==> config.mk <==
export PLATFORM = sky130hd
export DESIGN_NAME = pfs_pin_function_select
export DESIGN_NICKNAME = d
export VERILOG_FILES = /design/src/inc/pfs_pkg.sv /design/src/rtl/pfs_sync.sv /design/src/rtl/pfs_pin_cell.sv /design/src/rtl/pfs_pin_function_select.sv
export SDC_FILE = /design/constraint.sdc
export NUM_CORES = 1
export LEC_CHECK = 0
export BUFFER_PORTS_ARGS = -buffer_cell sky130_fd_sc_hd__buf_4
export CORE_MARGIN = 3
export CORE_UTILIZATION = 55
export DETAILED_ROUTE_END_ITERATION = 10
export PLACE_DENSITY_LB_ADDON = 0.15
export SETUP_SLACK_MARGIN = 0.05
export SLEW_MARGIN = 30
export SYNTH_ARGS = -nofsm -noshare
export SYNTH_HDL_FRONTEND = slang
export SYNTH_HIERARCHICAL = 1
export SYNTH_SLANG_ARGS = --single-unit
export TNS_END_PERCENT = 20
==> constraint.sdc <==
create_clock -name CLK -period 1.6 [get_ports CLK]
set_input_delay 0.48 -clock CLK [delete_from_list [all_inputs] [get_ports CLK]]
set_output_delay 0.48 -clock CLK [all_outputs]
set_load 0.005 [all_outputs]
==> src/inc/pfs_pkg.sv <==
// constants for the port E / port F pin function select block
// assumes a 16-bit register port with byte addresses on even boundaries
package pfs_pkg;
	localparam int ADDR_W = 4;
	localparam int DATA_W = 16;
	localparam int NUM_E_PINS = 14;
	localparam int NUM_F_PINS = 16;
	localparam int SYNC_STAGES = 3;

	// register byte offsets
	localparam logic [ADDR_W-1:0] OFS_PE_DIR = 4'h0;
	localparam logic [ADDR_W-1:0] OFS_PE_UPPER = 4'h2;
	localparam logic [ADDR_W-1:0] OFS_PE_LOWER = 4'h4;
	localparam logic [ADDR_W-1:0] OFS_PE_ALT = 4'h6;
	localparam logic [ADDR_W-1:0] OFS_PF_DIR = 4'h8;
	localparam logic [ADDR_W-1:0] OFS_PF_UPPER = 4'hA;
	localparam logic [ADDR_W-1:0] OFS_PF_LOWER = 4'hC;

	// writable bits of each register; everything else is reserved
	localparam logic [DATA_W-1:0] MASK_PE_DIR = 16'h3FFF;
	localparam logic [DATA_W-1:0] MASK_PE_UPPER = 16'h0555;
	localparam logic [DATA_W-1:0] MASK_PE_LOWER = 16'hF57D;
	localparam logic [DATA_W-1:0] MASK_PE_ALT = 16'h0FC0;
	localparam logic [DATA_W-1:0] MASK_PF_DIR = 16'hFFFF;
	localparam logic [DATA_W-1:0] MASK_PF_SEL = 16'hFFFF;
	localparam logic [DATA_W-1:0] REG_RESET = 16'h0000;

	// field positions in the port E lower select register
	localparam int PE7_LSB = 14;
	localparam int PE6_LSB = 12;
	localparam int PE2_LSB = 4;
	localparam int PE1_LSB = 2;
	localparam int PE0_BIT = 0;
	// pins 5..3 use bit 2*n (primary) and field 2*n+1:2*n (alternate)
	localparam int PE_SINGLE_STEP = 2;
	// pins 13..8 use bit 2*(n-8) of the upper select register
	localparam int PE_UPPER_BASE = 8;

	// select codes
	localparam logic [1:0] CODE_PORT = 2'h0;
	localparam logic [1:0] CODE_A = 2'h1;
	localparam logic [1:0] CODE_B = 2'h2;
	localparam logic [1:0] CODE_C = 2'h3;

	localparam logic [DATA_W-1:0] RDATA_IDLE = 16'h0000;
endpackage

==> src/rtl/pfs_sync.sv <==
// pin input synchroniser, three sync flops plus one output filter flop per bit
// assumes inputs are asynchronous to clk; output changes only when stages 2 and 3 agree
`timescale 1ns/1ps
module pfs_sync #(
	parameter int WIDTH = 16
) (
	input logic clk,
	input logic nrst,
	input logic [WIDTH-1:0] async_in,
	output logic [WIDTH-1:0] level
);
	logic [WIDTH-1:0] s1, s2, s3;

	if (WIDTH < 1)
	begin : g_bad_width
		$error("pfs_sync width must be at least one");
	end

	always_ff @(posedge clk or negedge nrst)
	begin
		if (!nrst)
		begin
			s1 <= '0;
			s2 <= '0;
			s3 <= '0;
		end
		else
		begin
			s1 <= async_in;
			s2 <= s1;
			s3 <= s2;
		end
	end

	// a bit only moves once it has been stable for two samples
	always_ff @(posedge clk or negedge nrst)
	begin
		if (!nrst)
			level <= '0;
		else
			level <= (s2 & s3) | (level & (s2 ^ s3));
	end
endmodule

==> src/rtl/pfs_pin_cell.sv <==
// one pin's output stage: port or peripheral drive, plus port read path
// assumes select decode and synchronised pin level arrive from the same clock
`timescale 1ns/1ps
module pfs_pin_cell (
	input logic clk,
	input logic nrst,
	input logic port_mode,
	input logic dir,
	input logic port_dout,
	input logic fn_oe,
	input logic fn_out,
	input logic pin_level,
	output logic pad_out,
	output logic pad_oe,
	output logic port_din
);
	// registered so the pad never sees decode glitches while software rewrites a field
	always_ff @(posedge clk or negedge nrst)
	begin
		if (!nrst)
		begin
			pad_oe <= 1'b0;
			pad_out <= 1'b0;
		end
		else if (port_mode)
		begin
			pad_oe <= dir;
			pad_out <= dir & port_dout;
		end
		else
		begin
			pad_oe <= fn_oe;
			pad_out <= fn_oe & fn_out;
		end
	end

	// reads zero while a peripheral owns the pin
	always_ff @(posedge clk or negedge nrst)
	begin
		if (!nrst)
			port_din <= 1'b0;
		else
			port_din <= port_mode & pin_level;
	end
endmodule

==> src/rtl/pfs_pin_function_select.sv <==
// pin function select for ports E and F: registers, decode, pin routing
// assumes power-on, standby and watchdog resets are merged into NRST outside
// assumes the far-end peripherals run on CLK; pins are asynchronous
//
// Contract
// - all select and direction registers clear on reset and keep values in sleep
// - reserved bits read zero and ignore writes
// - port E pins 13..8: one bit each, 0 port, 1 timer output
// - port E pin 7: 00 port, 01 timer output, 10 CAN receive, 11 prohibited
// - port E pin 6: 00 port, 01 timer output, 10 CAN transmit, 11 prohibited
// - port E pins 5..3: one bit each, 1 selects a capture input
// - port E pin 2: port, capture input, or one of two bidirectional channels
// - port E pin 1: port, capture input, or one of two bidirectional channels
// - port E pin 0: 0 port, 1 capture input
// - port E pins 5..3 alternate field: port, timer output, timer input
// - alternate field only acts while the primary bit is zero
// - port F direction bit n: 0 input, 1 output for pin n
// - port F direction only matters while the pin is in port use
// - port F pin 15: port, compare output, CAN receive, serial receive
// - port F pin 14: port, compare output, CAN transmit, serial transmit
// - port F pins 13..0: 00 port, 01 compare output, 11 timer input
// - port E direction bits 13..0 set pin direction in port use only
`timescale 1ns/1ps
module pfs_pin_function_select (
	input logic CLK,
	input logic NRST,
	input logic [pfs_pkg::ADDR_W-1:0] ADDR,
	input logic [pfs_pkg::DATA_W-1:0] WDATA,
	input logic WR,
	input logic RD,
	output logic [pfs_pkg::DATA_W-1:0] RDATA,
	input logic [pfs_pkg::NUM_E_PINS-1:0] PE_PIN_IN,
	output logic [pfs_pkg::NUM_E_PINS-1:0] PE_PIN_OUT,
	output logic [pfs_pkg::NUM_E_PINS-1:0] PE_PIN_OE,
	input logic [pfs_pkg::NUM_F_PINS-1:0] PF_PIN_IN,
	output logic [pfs_pkg::NUM_F_PINS-1:0] PF_PIN_OUT,
	output logic [pfs_pkg::NUM_F_PINS-1:0] PF_PIN_OE,
	input logic [pfs_pkg::NUM_E_PINS-1:0] PE_DOUT,
	output logic [pfs_pkg::NUM_E_PINS-1:0] PE_DIN,
	input logic [pfs_pkg::NUM_F_PINS-1:0] PF_DOUT,
	output logic [pfs_pkg::NUM_F_PINS-1:0] PF_DIN,
	input logic [13:6] TMR_OUT_E,
	input logic [5:3] TMR_ALT_OUT_E,
	output logic [5:0] TMR_CAP_IN_E,
	output logic [5:3] TMR_ALT_IN_E,
	input logic [3:0] TMR_BIDIR_OUT,
	input logic [3:0] TMR_BIDIR_OE,
	output logic [3:0] TMR_BIDIR_IN,
	input logic [pfs_pkg::NUM_F_PINS-1:0] TMR_CMP_OUT_F,
	output logic [13:0] TMR_IN_F,
	input logic CAN_TX,
	output logic CAN_RX,
	input logic SER_TX,
	output logic SER_RX
);
	import pfs_pkg::*;

	logic [DATA_W-1:0] pe_dir;
	logic [DATA_W-1:0] pe_upper;
	logic [DATA_W-1:0] pe_lower;
	logic [DATA_W-1:0] pe_alt;
	logic [DATA_W-1:0] pf_dir;
	logic [DATA_W-1:0] pf_upper;
	logic [DATA_W-1:0] pf_lower;
	logic [DATA_W-1:0] next_rdata;
	logic [NUM_E_PINS-1:0] e_sync;
	logic [NUM_F_PINS-1:0] f_sync;
	logic [NUM_E_PINS-1:0] e_port;
	logic [NUM_E_PINS-1:0] e_fn_oe;
	logic [NUM_E_PINS-1:0] e_fn_out;
	logic [NUM_F_PINS-1:0] f_port;
	logic [NUM_F_PINS-1:0] f_fn_oe;
	logic [NUM_F_PINS-1:0] f_fn_out;
	logic [2*DATA_W-1:0] pf_sel;

	// two-bit select code of port F pin n, upper register holds pins 15..8
	function automatic logic [1:0] field2(input logic [2*DATA_W-1:0] regs, input int n);
		return regs[2*n +: 2];
	endfunction

	assign pf_sel = {pf_upper, pf_lower};

	// register writes; masks keep reserved bits at zero whatever software sends
	// no sleep input: the registers simply hold, nothing but NRST clears them
	always_ff @(posedge CLK or negedge NRST)
	begin
		if (!NRST)
		begin
			pe_dir <= REG_RESET;
			pe_upper <= REG_RESET;
			pe_lower <= REG_RESET;
			pe_alt <= REG_RESET;
			pf_dir <= REG_RESET;
			pf_upper <= REG_RESET;
			pf_lower <= REG_RESET;
		end
		else if (WR)
		begin
			case (ADDR)
				OFS_PE_DIR: pe_dir <= WDATA & MASK_PE_DIR;
				OFS_PE_UPPER: pe_upper <= WDATA & MASK_PE_UPPER;
				OFS_PE_LOWER: pe_lower <= WDATA & MASK_PE_LOWER;
				OFS_PE_ALT: pe_alt <= WDATA & MASK_PE_ALT;
				OFS_PF_DIR: pf_dir <= WDATA & MASK_PF_DIR;
				OFS_PF_UPPER: pf_upper <= WDATA & MASK_PF_SEL;
				OFS_PF_LOWER: pf_lower <= WDATA & MASK_PF_SEL;
				default: ;
			endcase
		end
	end

	always_comb
	begin
		case (ADDR)
			OFS_PE_DIR: next_rdata = pe_dir;
			OFS_PE_UPPER: next_rdata = pe_upper;
			OFS_PE_LOWER: next_rdata = pe_lower;
			OFS_PE_ALT: next_rdata = pe_alt;
			OFS_PF_DIR: next_rdata = pf_dir;
			OFS_PF_UPPER: next_rdata = pf_upper;
			OFS_PF_LOWER: next_rdata = pf_lower;
			default: next_rdata = RDATA_IDLE;
		endcase
	end

	// read data stands only in the cycle after the strobe
	always_ff @(posedge CLK or negedge NRST)
	begin
		if (!NRST)
			RDATA <= RDATA_IDLE;
		else if (RD)
			RDATA <= next_rdata;
		else
			RDATA <= RDATA_IDLE;
	end

	pfs_sync #(
		.WIDTH(NUM_E_PINS)
	) u_e_sync (
		.clk(CLK),
		.nrst(NRST),
		.async_in(PE_PIN_IN),
		.level(e_sync)
	);

	pfs_sync #(
		.WIDTH(NUM_F_PINS)
	) u_f_sync (
		.clk(CLK),
		.nrst(NRST),
		.async_in(PF_PIN_IN),
		.level(f_sync)
	);

	// port E decode; a prohibited code leaves the pin released and out of port use
	always_comb
	begin
		e_port = '0;
		e_fn_oe = '0;
		e_fn_out = '0;
		for (int i = PE_UPPER_BASE; i < NUM_E_PINS; i++)
		begin
			e_port[i] = !pe_upper[PE_SINGLE_STEP*(i-PE_UPPER_BASE)];
			e_fn_oe[i] = pe_upper[PE_SINGLE_STEP*(i-PE_UPPER_BASE)];
			e_fn_out[i] = TMR_OUT_E[i];
		end
		case (pe_lower[PE7_LSB +: 2])
			CODE_PORT: e_port[7] = 1'b1;
			CODE_A:
			begin
				e_fn_oe[7] = 1'b1;
				e_fn_out[7] = TMR_OUT_E[7];
			end
			default: ;
		endcase
		case (pe_lower[PE6_LSB +: 2])
			CODE_PORT: e_port[6] = 1'b1;
			CODE_A:
			begin
				e_fn_oe[6] = 1'b1;
				e_fn_out[6] = TMR_OUT_E[6];
			end
			CODE_B:
			begin
				e_fn_oe[6] = 1'b1;
				e_fn_out[6] = CAN_TX;
			end
			default: ;
		endcase
		for (int i = 3; i < 6; i++)
		begin
			// primary capture bit set: input only, alternate field ignored
			if (!pe_lower[PE_SINGLE_STEP*i])
			begin
				case (pe_alt[PE_SINGLE_STEP*i +: 2])
					CODE_PORT: e_port[i] = 1'b1;
					CODE_A:
					begin
						e_fn_oe[i] = 1'b1;
						e_fn_out[i] = TMR_ALT_OUT_E[i];
					end
					default: ;
				endcase
			end
		end
		for (int p = 1; p < 3; p++)
		begin
			case (pe_lower[PE_SINGLE_STEP*p +: 2])
				CODE_PORT: e_port[p] = 1'b1;
				CODE_B:
				begin
					e_fn_oe[p] = TMR_BIDIR_OE[2*(2-p)];
					e_fn_out[p] = TMR_BIDIR_OUT[2*(2-p)];
				end
				CODE_C:
				begin
					e_fn_oe[p] = TMR_BIDIR_OE[2*(2-p)+1];
					e_fn_out[p] = TMR_BIDIR_OUT[2*(2-p)+1];
				end
				default: ;
			endcase
		end
		e_port[0] = !pe_lower[PE0_BIT];
	end

	// port F decode; code 10 on pins 13..0 is prohibited and releases the pin
	always_comb
	begin
		f_port = '0;
		f_fn_oe = '0;
		f_fn_out = '0;
		for (int i = 0; i < NUM_F_PINS; i++)
		begin
			f_port[i] = field2(pf_sel, i) == CODE_PORT;
			f_fn_oe[i] = field2(pf_sel, i) == CODE_A;
			f_fn_out[i] = TMR_CMP_OUT_F[i];
		end
		case (field2(pf_sel, 14))
			CODE_B:
			begin
				f_fn_oe[14] = 1'b1;
				f_fn_out[14] = CAN_TX;
			end
			CODE_C:
			begin
				f_fn_oe[14] = 1'b1;
				f_fn_out[14] = SER_TX;
			end
			default: ;
		endcase
	end

	for (genvar g = 0; g < NUM_E_PINS; g++)
	begin : g_e_pin
		pfs_pin_cell u_cell (
			.clk(CLK),
			.nrst(NRST),
			.port_mode(e_port[g]),
			.dir(pe_dir[g]),
			.port_dout(PE_DOUT[g]),
			.fn_oe(e_fn_oe[g]),
			.fn_out(e_fn_out[g]),
			.pin_level(e_sync[g]),
			.pad_out(PE_PIN_OUT[g]),
			.pad_oe(PE_PIN_OE[g]),
			.port_din(PE_DIN[g])
		);
	end

	for (genvar g = 0; g < NUM_F_PINS; g++)
	begin : g_f_pin
		pfs_pin_cell u_cell (
			.clk(CLK),
			.nrst(NRST),
			.port_mode(f_port[g]),
			.dir(pf_dir[g]),
			.port_dout(PF_DOUT[g]),
			.fn_oe(f_fn_oe[g]),
			.fn_out(f_fn_out[g]),
			.pin_level(f_sync[g]),
			.pad_out(PF_PIN_OUT[g]),
			.pad_oe(PF_PIN_OE[g]),
			.port_din(PF_DIN[g])
		);
	end

	// peripheral inputs: unselected timer inputs idle low, CAN and serial idle high
	always_ff @(posedge CLK or negedge NRST)
	begin
		if (!NRST)
		begin
			TMR_CAP_IN_E <= '0;
			TMR_ALT_IN_E <= '0;
			TMR_BIDIR_IN <= '0;
			TMR_IN_F <= '0;
			CAN_RX <= 1'b1;
			SER_RX <= 1'b1;
		end
		else
		begin
			for (int i = 3; i < 6; i++)
			begin
				TMR_CAP_IN_E[i] <= pe_lower[PE_SINGLE_STEP*i] & e_sync[i];
				TMR_ALT_IN_E[i] <= !pe_lower[PE_SINGLE_STEP*i]
					&& pe_alt[PE_SINGLE_STEP*i +: 2] == CODE_B && e_sync[i];
			end
			TMR_CAP_IN_E[2] <= pe_lower[PE2_LSB +: 2] == CODE_A && e_sync[2];
			TMR_CAP_IN_E[1] <= pe_lower[PE1_LSB +: 2] == CODE_A && e_sync[1];
			TMR_CAP_IN_E[0] <= pe_lower[PE0_BIT] & e_sync[0];
			TMR_BIDIR_IN[0] <= pe_lower[PE2_LSB +: 2] == CODE_B && e_sync[2];
			TMR_BIDIR_IN[1] <= pe_lower[PE2_LSB +: 2] == CODE_C && e_sync[2];
			TMR_BIDIR_IN[2] <= pe_lower[PE1_LSB +: 2] == CODE_B && e_sync[1];
			TMR_BIDIR_IN[3] <= pe_lower[PE1_LSB +: 2] == CODE_C && e_sync[1];
			for (int i = 0; i < 14; i++)
				TMR_IN_F[i] <= field2(pf_sel, i) == CODE_C && f_sync[i];
			// both ports may offer CAN receive; port E wins if both are selected
			if (pe_lower[PE7_LSB +: 2] == CODE_B)
				CAN_RX <= e_sync[7];
			else if (field2(pf_sel, 15) == CODE_B)
				CAN_RX <= f_sync[15];
			else
				CAN_RX <= 1'b1;
			SER_RX <= (field2(pf_sel, 15) == CODE_C) ? f_sync[15] : 1'b1;
		end
	end
endmodule

# Yosys cells after proc, flatten, opt, wreduce, memory -nomap -nowiden
# Cells that the tools add are included.
[classes]
bitwise = 101
n_eq_ne = 56
n_mux = 97
n_reduce_logical = 69
[op_table]
columns = ["op", "count"]
rows = [
  ["case mux 16 bit (7 select lines)", 1],
  ["AND 1 bit", 93],
  ["2-to-1 mux 1 bit", 89],
  ["== test 2 bit, second input constant", 27],
  ["== test 2 x 1 -> 1 bit, second input constant", 23],
  ["logical NOT 2 bit", 23],
  ["AND 16 bit", 2],
  ["AND 14 bit", 2],
  ["logical AND 1 bit", 26],
  ["2-to-1 mux 16 bit", 1],
  ["bitwise OR 16 bit", 1],
  ["bitwise XOR 16 bit", 1],
  ["bitwise OR 14 bit", 1],
  ["AND reduction 2 bit", 7],
  ["bitwise XOR 14 bit", 1],
  ["== test 4 bit, second input constant", 3],
  ["case mux 1 bit (2 select lines)", 6],
  ["logical NOT 1 bit", 10],
  ["== test 4 x 3 -> 1 bit, second input constant", 2],
  ["== test 4 x 2 -> 1 bit, second input constant", 1],
  ["logical NOT 4 bit", 1],
  ["OR reduction 2 bit", 2],
]
[word_totals]
input_bits = 121
ff_bits = 341
wordCells = 435

# Longest topological paths before layout
[depth]
ltp_word = 5
mapped_depth = 6

# Cells and area by module
# Netlist, hierarchy kept.
[by_module_without_submodules]
columns = ["module", "area_per_inst_um2", "cells_each", "instances"]
rows = [
  ["pfs_pin_function_select", 5861.9, 459, 1],
  ["pfs_pin_cell", 111.4, 8, 30],
  ["pfs_sync at u_f_sync", 1921.8, 96, 1],
  ["pfs_sync at u_e_sync", 1681.6, 84, 1],
]

# Worst setup path after synthesis
# OpenSTA, ideal clock, no wires.
[synth_timing]
path_type = "input to register"
start = "input port ADDR[3] (netlist name)"
end = "register RDATA[11] (netlist name)"
stages = 5
t_required_ns = 1.472
n_path_buf = 2
setup_time_ns = 0.128
path_slack_ns = -0.050
arrival_time_ns = 1.522
cell_sequence = "buf_2 -> buf_4 -> mux2_2 -> a222oi_1 -> nor2_1"
[synth_between]
elab_chain_len = 3
word_cells_on_any_way = 9
classes_between = "eq/ne (6); mux (2); reduce/logical (1)"
[synth_rtl]
columns = ["item", "line", "text"]
rows = [
  ["from (decl)", "pfs_pin_function_select.sv:27", "input logic [pfs_pkg::ADDR_W-1:0] ADDR,"],
  ["== test 4 bit, or another cell as far along", "pfs_pin_function_select.sv:114", "case (ADDR)"],
  ["case mux 16 bit (7 select lines) (*)", "pfs_pin_function_select.sv:114", ""],
  ["2-to-1 mux 16 bit (*)", "pfs_pin_function_select.sv:131", "else if (RD)"],
  ["to (signal assigned)", "pfs_pin_function_select.sv:132", "RDATA <= next_rdata;"],
  ["to (decl)", "pfs_pin_function_select.sv:31", "output logic [pfs_pkg::DATA_W-1:0] RDATA,"],
]
# Mark *: on every way between the ends. The rest lies on a longest branch, timed or not.
# A chain may end at the register's enable or synchronous reset.

# Final worst setup path
[layout_timing]
start = "register CAN_RX"
end = "output port CAN_RX"
[layout_rtl]
columns = ["item", "line", "text"]
rows = [
  ["from (decl)", "pfs_pin_function_select.sv:52", "output logic CAN_RX,"],
  ["from (signal assigned)", "pfs_pin_function_select.sv:318", "CAN_RX <= e_sync[7];"],
  ["from (signal assigned)", "pfs_pin_function_select.sv:320", "CAN_RX <= f_sync[15];"],
]
# No word-level cell between the ends.

==> qor.yml <==
wire_per_inst_um: 19.4
fin_crit_ns: 1.60
finalSetupViolations: 1
clock_power_share_pct: 35.5
yosys.area_share.simple_pct: 9.92
crit_buf_inv: 1
p_sw_uw: 5980
arrival_ns: 1.12
grt_pass1_vias: 8466
rsz0062_at_grt: "true"
worstRegToRegCells: 3
ir_worst_vdd_v: 0.000989
p_per_area_nw_per_um2: 1380
rr_endpoint: "RDATA[10]"
hold_end: "u_e_sync/s1[12]"
clock-sinks: 341
cpMaxStageDelayCell: "dfstp_2"
fmax_ghz: 0.625
worst-setup-path-type: "flip-flop to output pin"
tns_ns: -0.00114
synth_top_area_share_pct: 66.2
synthDistinctLibCells: 46
ctsLongestPathBuffers: 3
synth_area_leaders: "dfrtp_1 66%, mux2_4 4.7%, mux2_2 3.9%"
reg2reg_from: "pf_lower[10]"
die_w_um: 159
synth.ff_latch_count: 341
synth_common_cells: "339 x dfrtp_1, 45 x nand2_1, 44 x mux2_2"
yosysTopAreaCell: "dfrtp_1"
path_clk_slew_ns: 0.06
cap_violations: 0
grt_max_degree: 67
rows: 55
synth_enable_flop_cells: 0
synth_compound_area_share_pct: 5.80
dieArea_um2: 25200
hold_path_depth: 1
clk_latency_ns: 0.50
layout-drive-gt1-share_pct: 40.8
vias: 8214
synth_top_family_by_area: "multiplexers"
hold_viol_final: 0
gp_congestion: 0.919
cts_inserted_buffers: 36
cp.depth: 1
htreeDepth: 2
syn_area_per_cell_um2: 14.6
p_seq_share_pct: 47.0
pwr-share-comb_pct: 17.4
hp-class: "input port to flip-flop"
switching_share_pct: 25.4
synthMuxAreaShare_pct: 13.1
synthCells: 879
post-dp-hpwl_um: 22700
grt-ovfl-total: 0
slew_violations: 0
cts_tree: "done"
crit_path_start_kind: "flip-flop"
ys_seq_area_share_pct: 66.7
crit_required_ns: 1.12
nFillCells: 1462
finalWorstSetupSlack_ns: -0.00114
hold_ws_ns: 0.0846
avgViaCountPerCell: 5.23
root_buffer: "clkbuf_16"
clock-skew-final_ns: 0.00719
final_cell_area_um2: 17000
p_int_uw: 17600
dr.pass1.iters: 5
violations: "setup timing"
period_share_pct: 100
post-synth-top-count-cell: "dfrtp_1"
async_flop_share_pct: 100
wl_um: 30500
mappedNetlistArea_um2: 12800
synth_xor_area_share_pct: 0
start_util_pct: 56.2
hp-start: "PE_PIN_IN[12]"
areaGrowthSynthToFinish_pct: 33.0
status: "finished, violations left"
drcViolationCount: 0
leakagePower_uw: 0.00856
core_area_um2: 22800
r2r_slack_ns: 0.27
worstSetupEndpointType: "output pin"
crit_family: "flip-flops"
cpPeakStageDelay_ns: 0.53
grt_antenna_before_repair: 0
path_max_fanout: 1
dieHeight_um: 159
ant_nets: 0
final_nets: 1386
track_usage_pct: 24.4
pin_count: 256
pre_cts_slack_ns: -0.144
io_buffers: 255
antenna_cells: 0
place_area_um2: 15800
grt_pass1_wl_um: 46900
dr.first_iter.drc_count: 574
synthFlopType: "dfrtp_1"
crit_chain: "buf_6"
synthAdderAreaFrac_pct: 3.22
ys.warnings.count: 6
==> what timing repair did <==
action,4_1_cts,5_1_grt
hold buffers,1,0
resized for setup,3,0
setup endpoints to repair,3,3
hold endpoints to repair,24,0
setup buffers,0,0
==> area by class of cell <==
cell class | count | area [um^2] | area share (%)
clock inverters | 10 | 129 | 0.756
clock buffers | 53 | 1080 | 6.32
multi-input cells | 509 | 4130 | 24.2
repair buffers | 333 | 2730 | 16.0
flip-flops and latches | 341 | 8540 | 50.1
inverters | 11 | 41.3 | 0.242
well taps | 313 | 392 | 2.30
==> routing by layer <==
metal	track usage, %	wire [um]
met1	32.9	12600
met2	40.2	15200
met3	4.92	1900
met4	7.78	791
met5	0	0
==> logic make-up after synthesis <==
family                     Yosys count
AOI/OAI and AO/OA                  107
adders and majority gates           33
buffers and inverters               31
DFF                                341
muxes                              136
other                                1
and+or+nand+nor                    230
==> worst max path at each step <==
stage	startpoint	end	slack [ns]
3_3_place_gp	ADDR[1]	pf_lower[3]	-0.12
3_5_place_dp	ADDR[1]	pf_lower[1]	-0.14
4_1_cts	CAN_RX	CAN_RX	-0.02
6_report	CAN_RX	CAN_RX	-0.001
5_1_grt	CAN_RX	CAN_RX	-0.03
2_1_floorplan	ADDR[1]	pf_lower[10]	0.05
==> cells in the final DEF, fill, tap and decap left out, types with 8 or more instances in the layout <==
cell       count
a21o_1        32
and2_2        30
a22o_1        14
o21ai_0       32
buf_12        17
and3_1        19
and2_1        12
dfrtp_1      339
clkbuf_16     37
nor2_1        34
mux2_4        40
nand2_1       45
buf_4        311
mux2_2        44
clkbuf_8       9
nand3_1       37
ha_1          33
nor2b_1       24
mux2_1        43
inv_1         11
mux2i_1        8
==> through the flow <==
stage	total power, uW	instances	util [%]
after global routing	24600	1570	74.8
after CTS	23700	1570	74.8
after global placement	15200	1506	69.4
after detailed placement	15300	1506	69.4
final	23600	1570	74.8
after floorplan	12800	881	-
==> flip-flops by register name (all words and copies together) (netlist names), 16 cells and up <==
name                     flops
pf_dir                      16
g_f_pin.u_cell/port_din     16
g_f_pin.u_cell/pad_oe       16
u_f_sync/s1                 16
u_f_sync/level              16
RDATA                       16
u_f_sync/s2                 16
u_f_sync/s3                 16
pf_lower                    16
pf_upper                    16
g_f_pin.u_cell/pad_out      16
==> power groups by stage <==
stage               registers (uW)  clock network (uW)  logic, uW
floorplan                    10800                   0       2010
global placement             11200                   0       3990
detailed placement           11200                   0       4120
CTS                          11100                8510       4170
global route                 11200                8890       4490
finish                       11100                8370       4110
(Power assumes the default switching activity.)
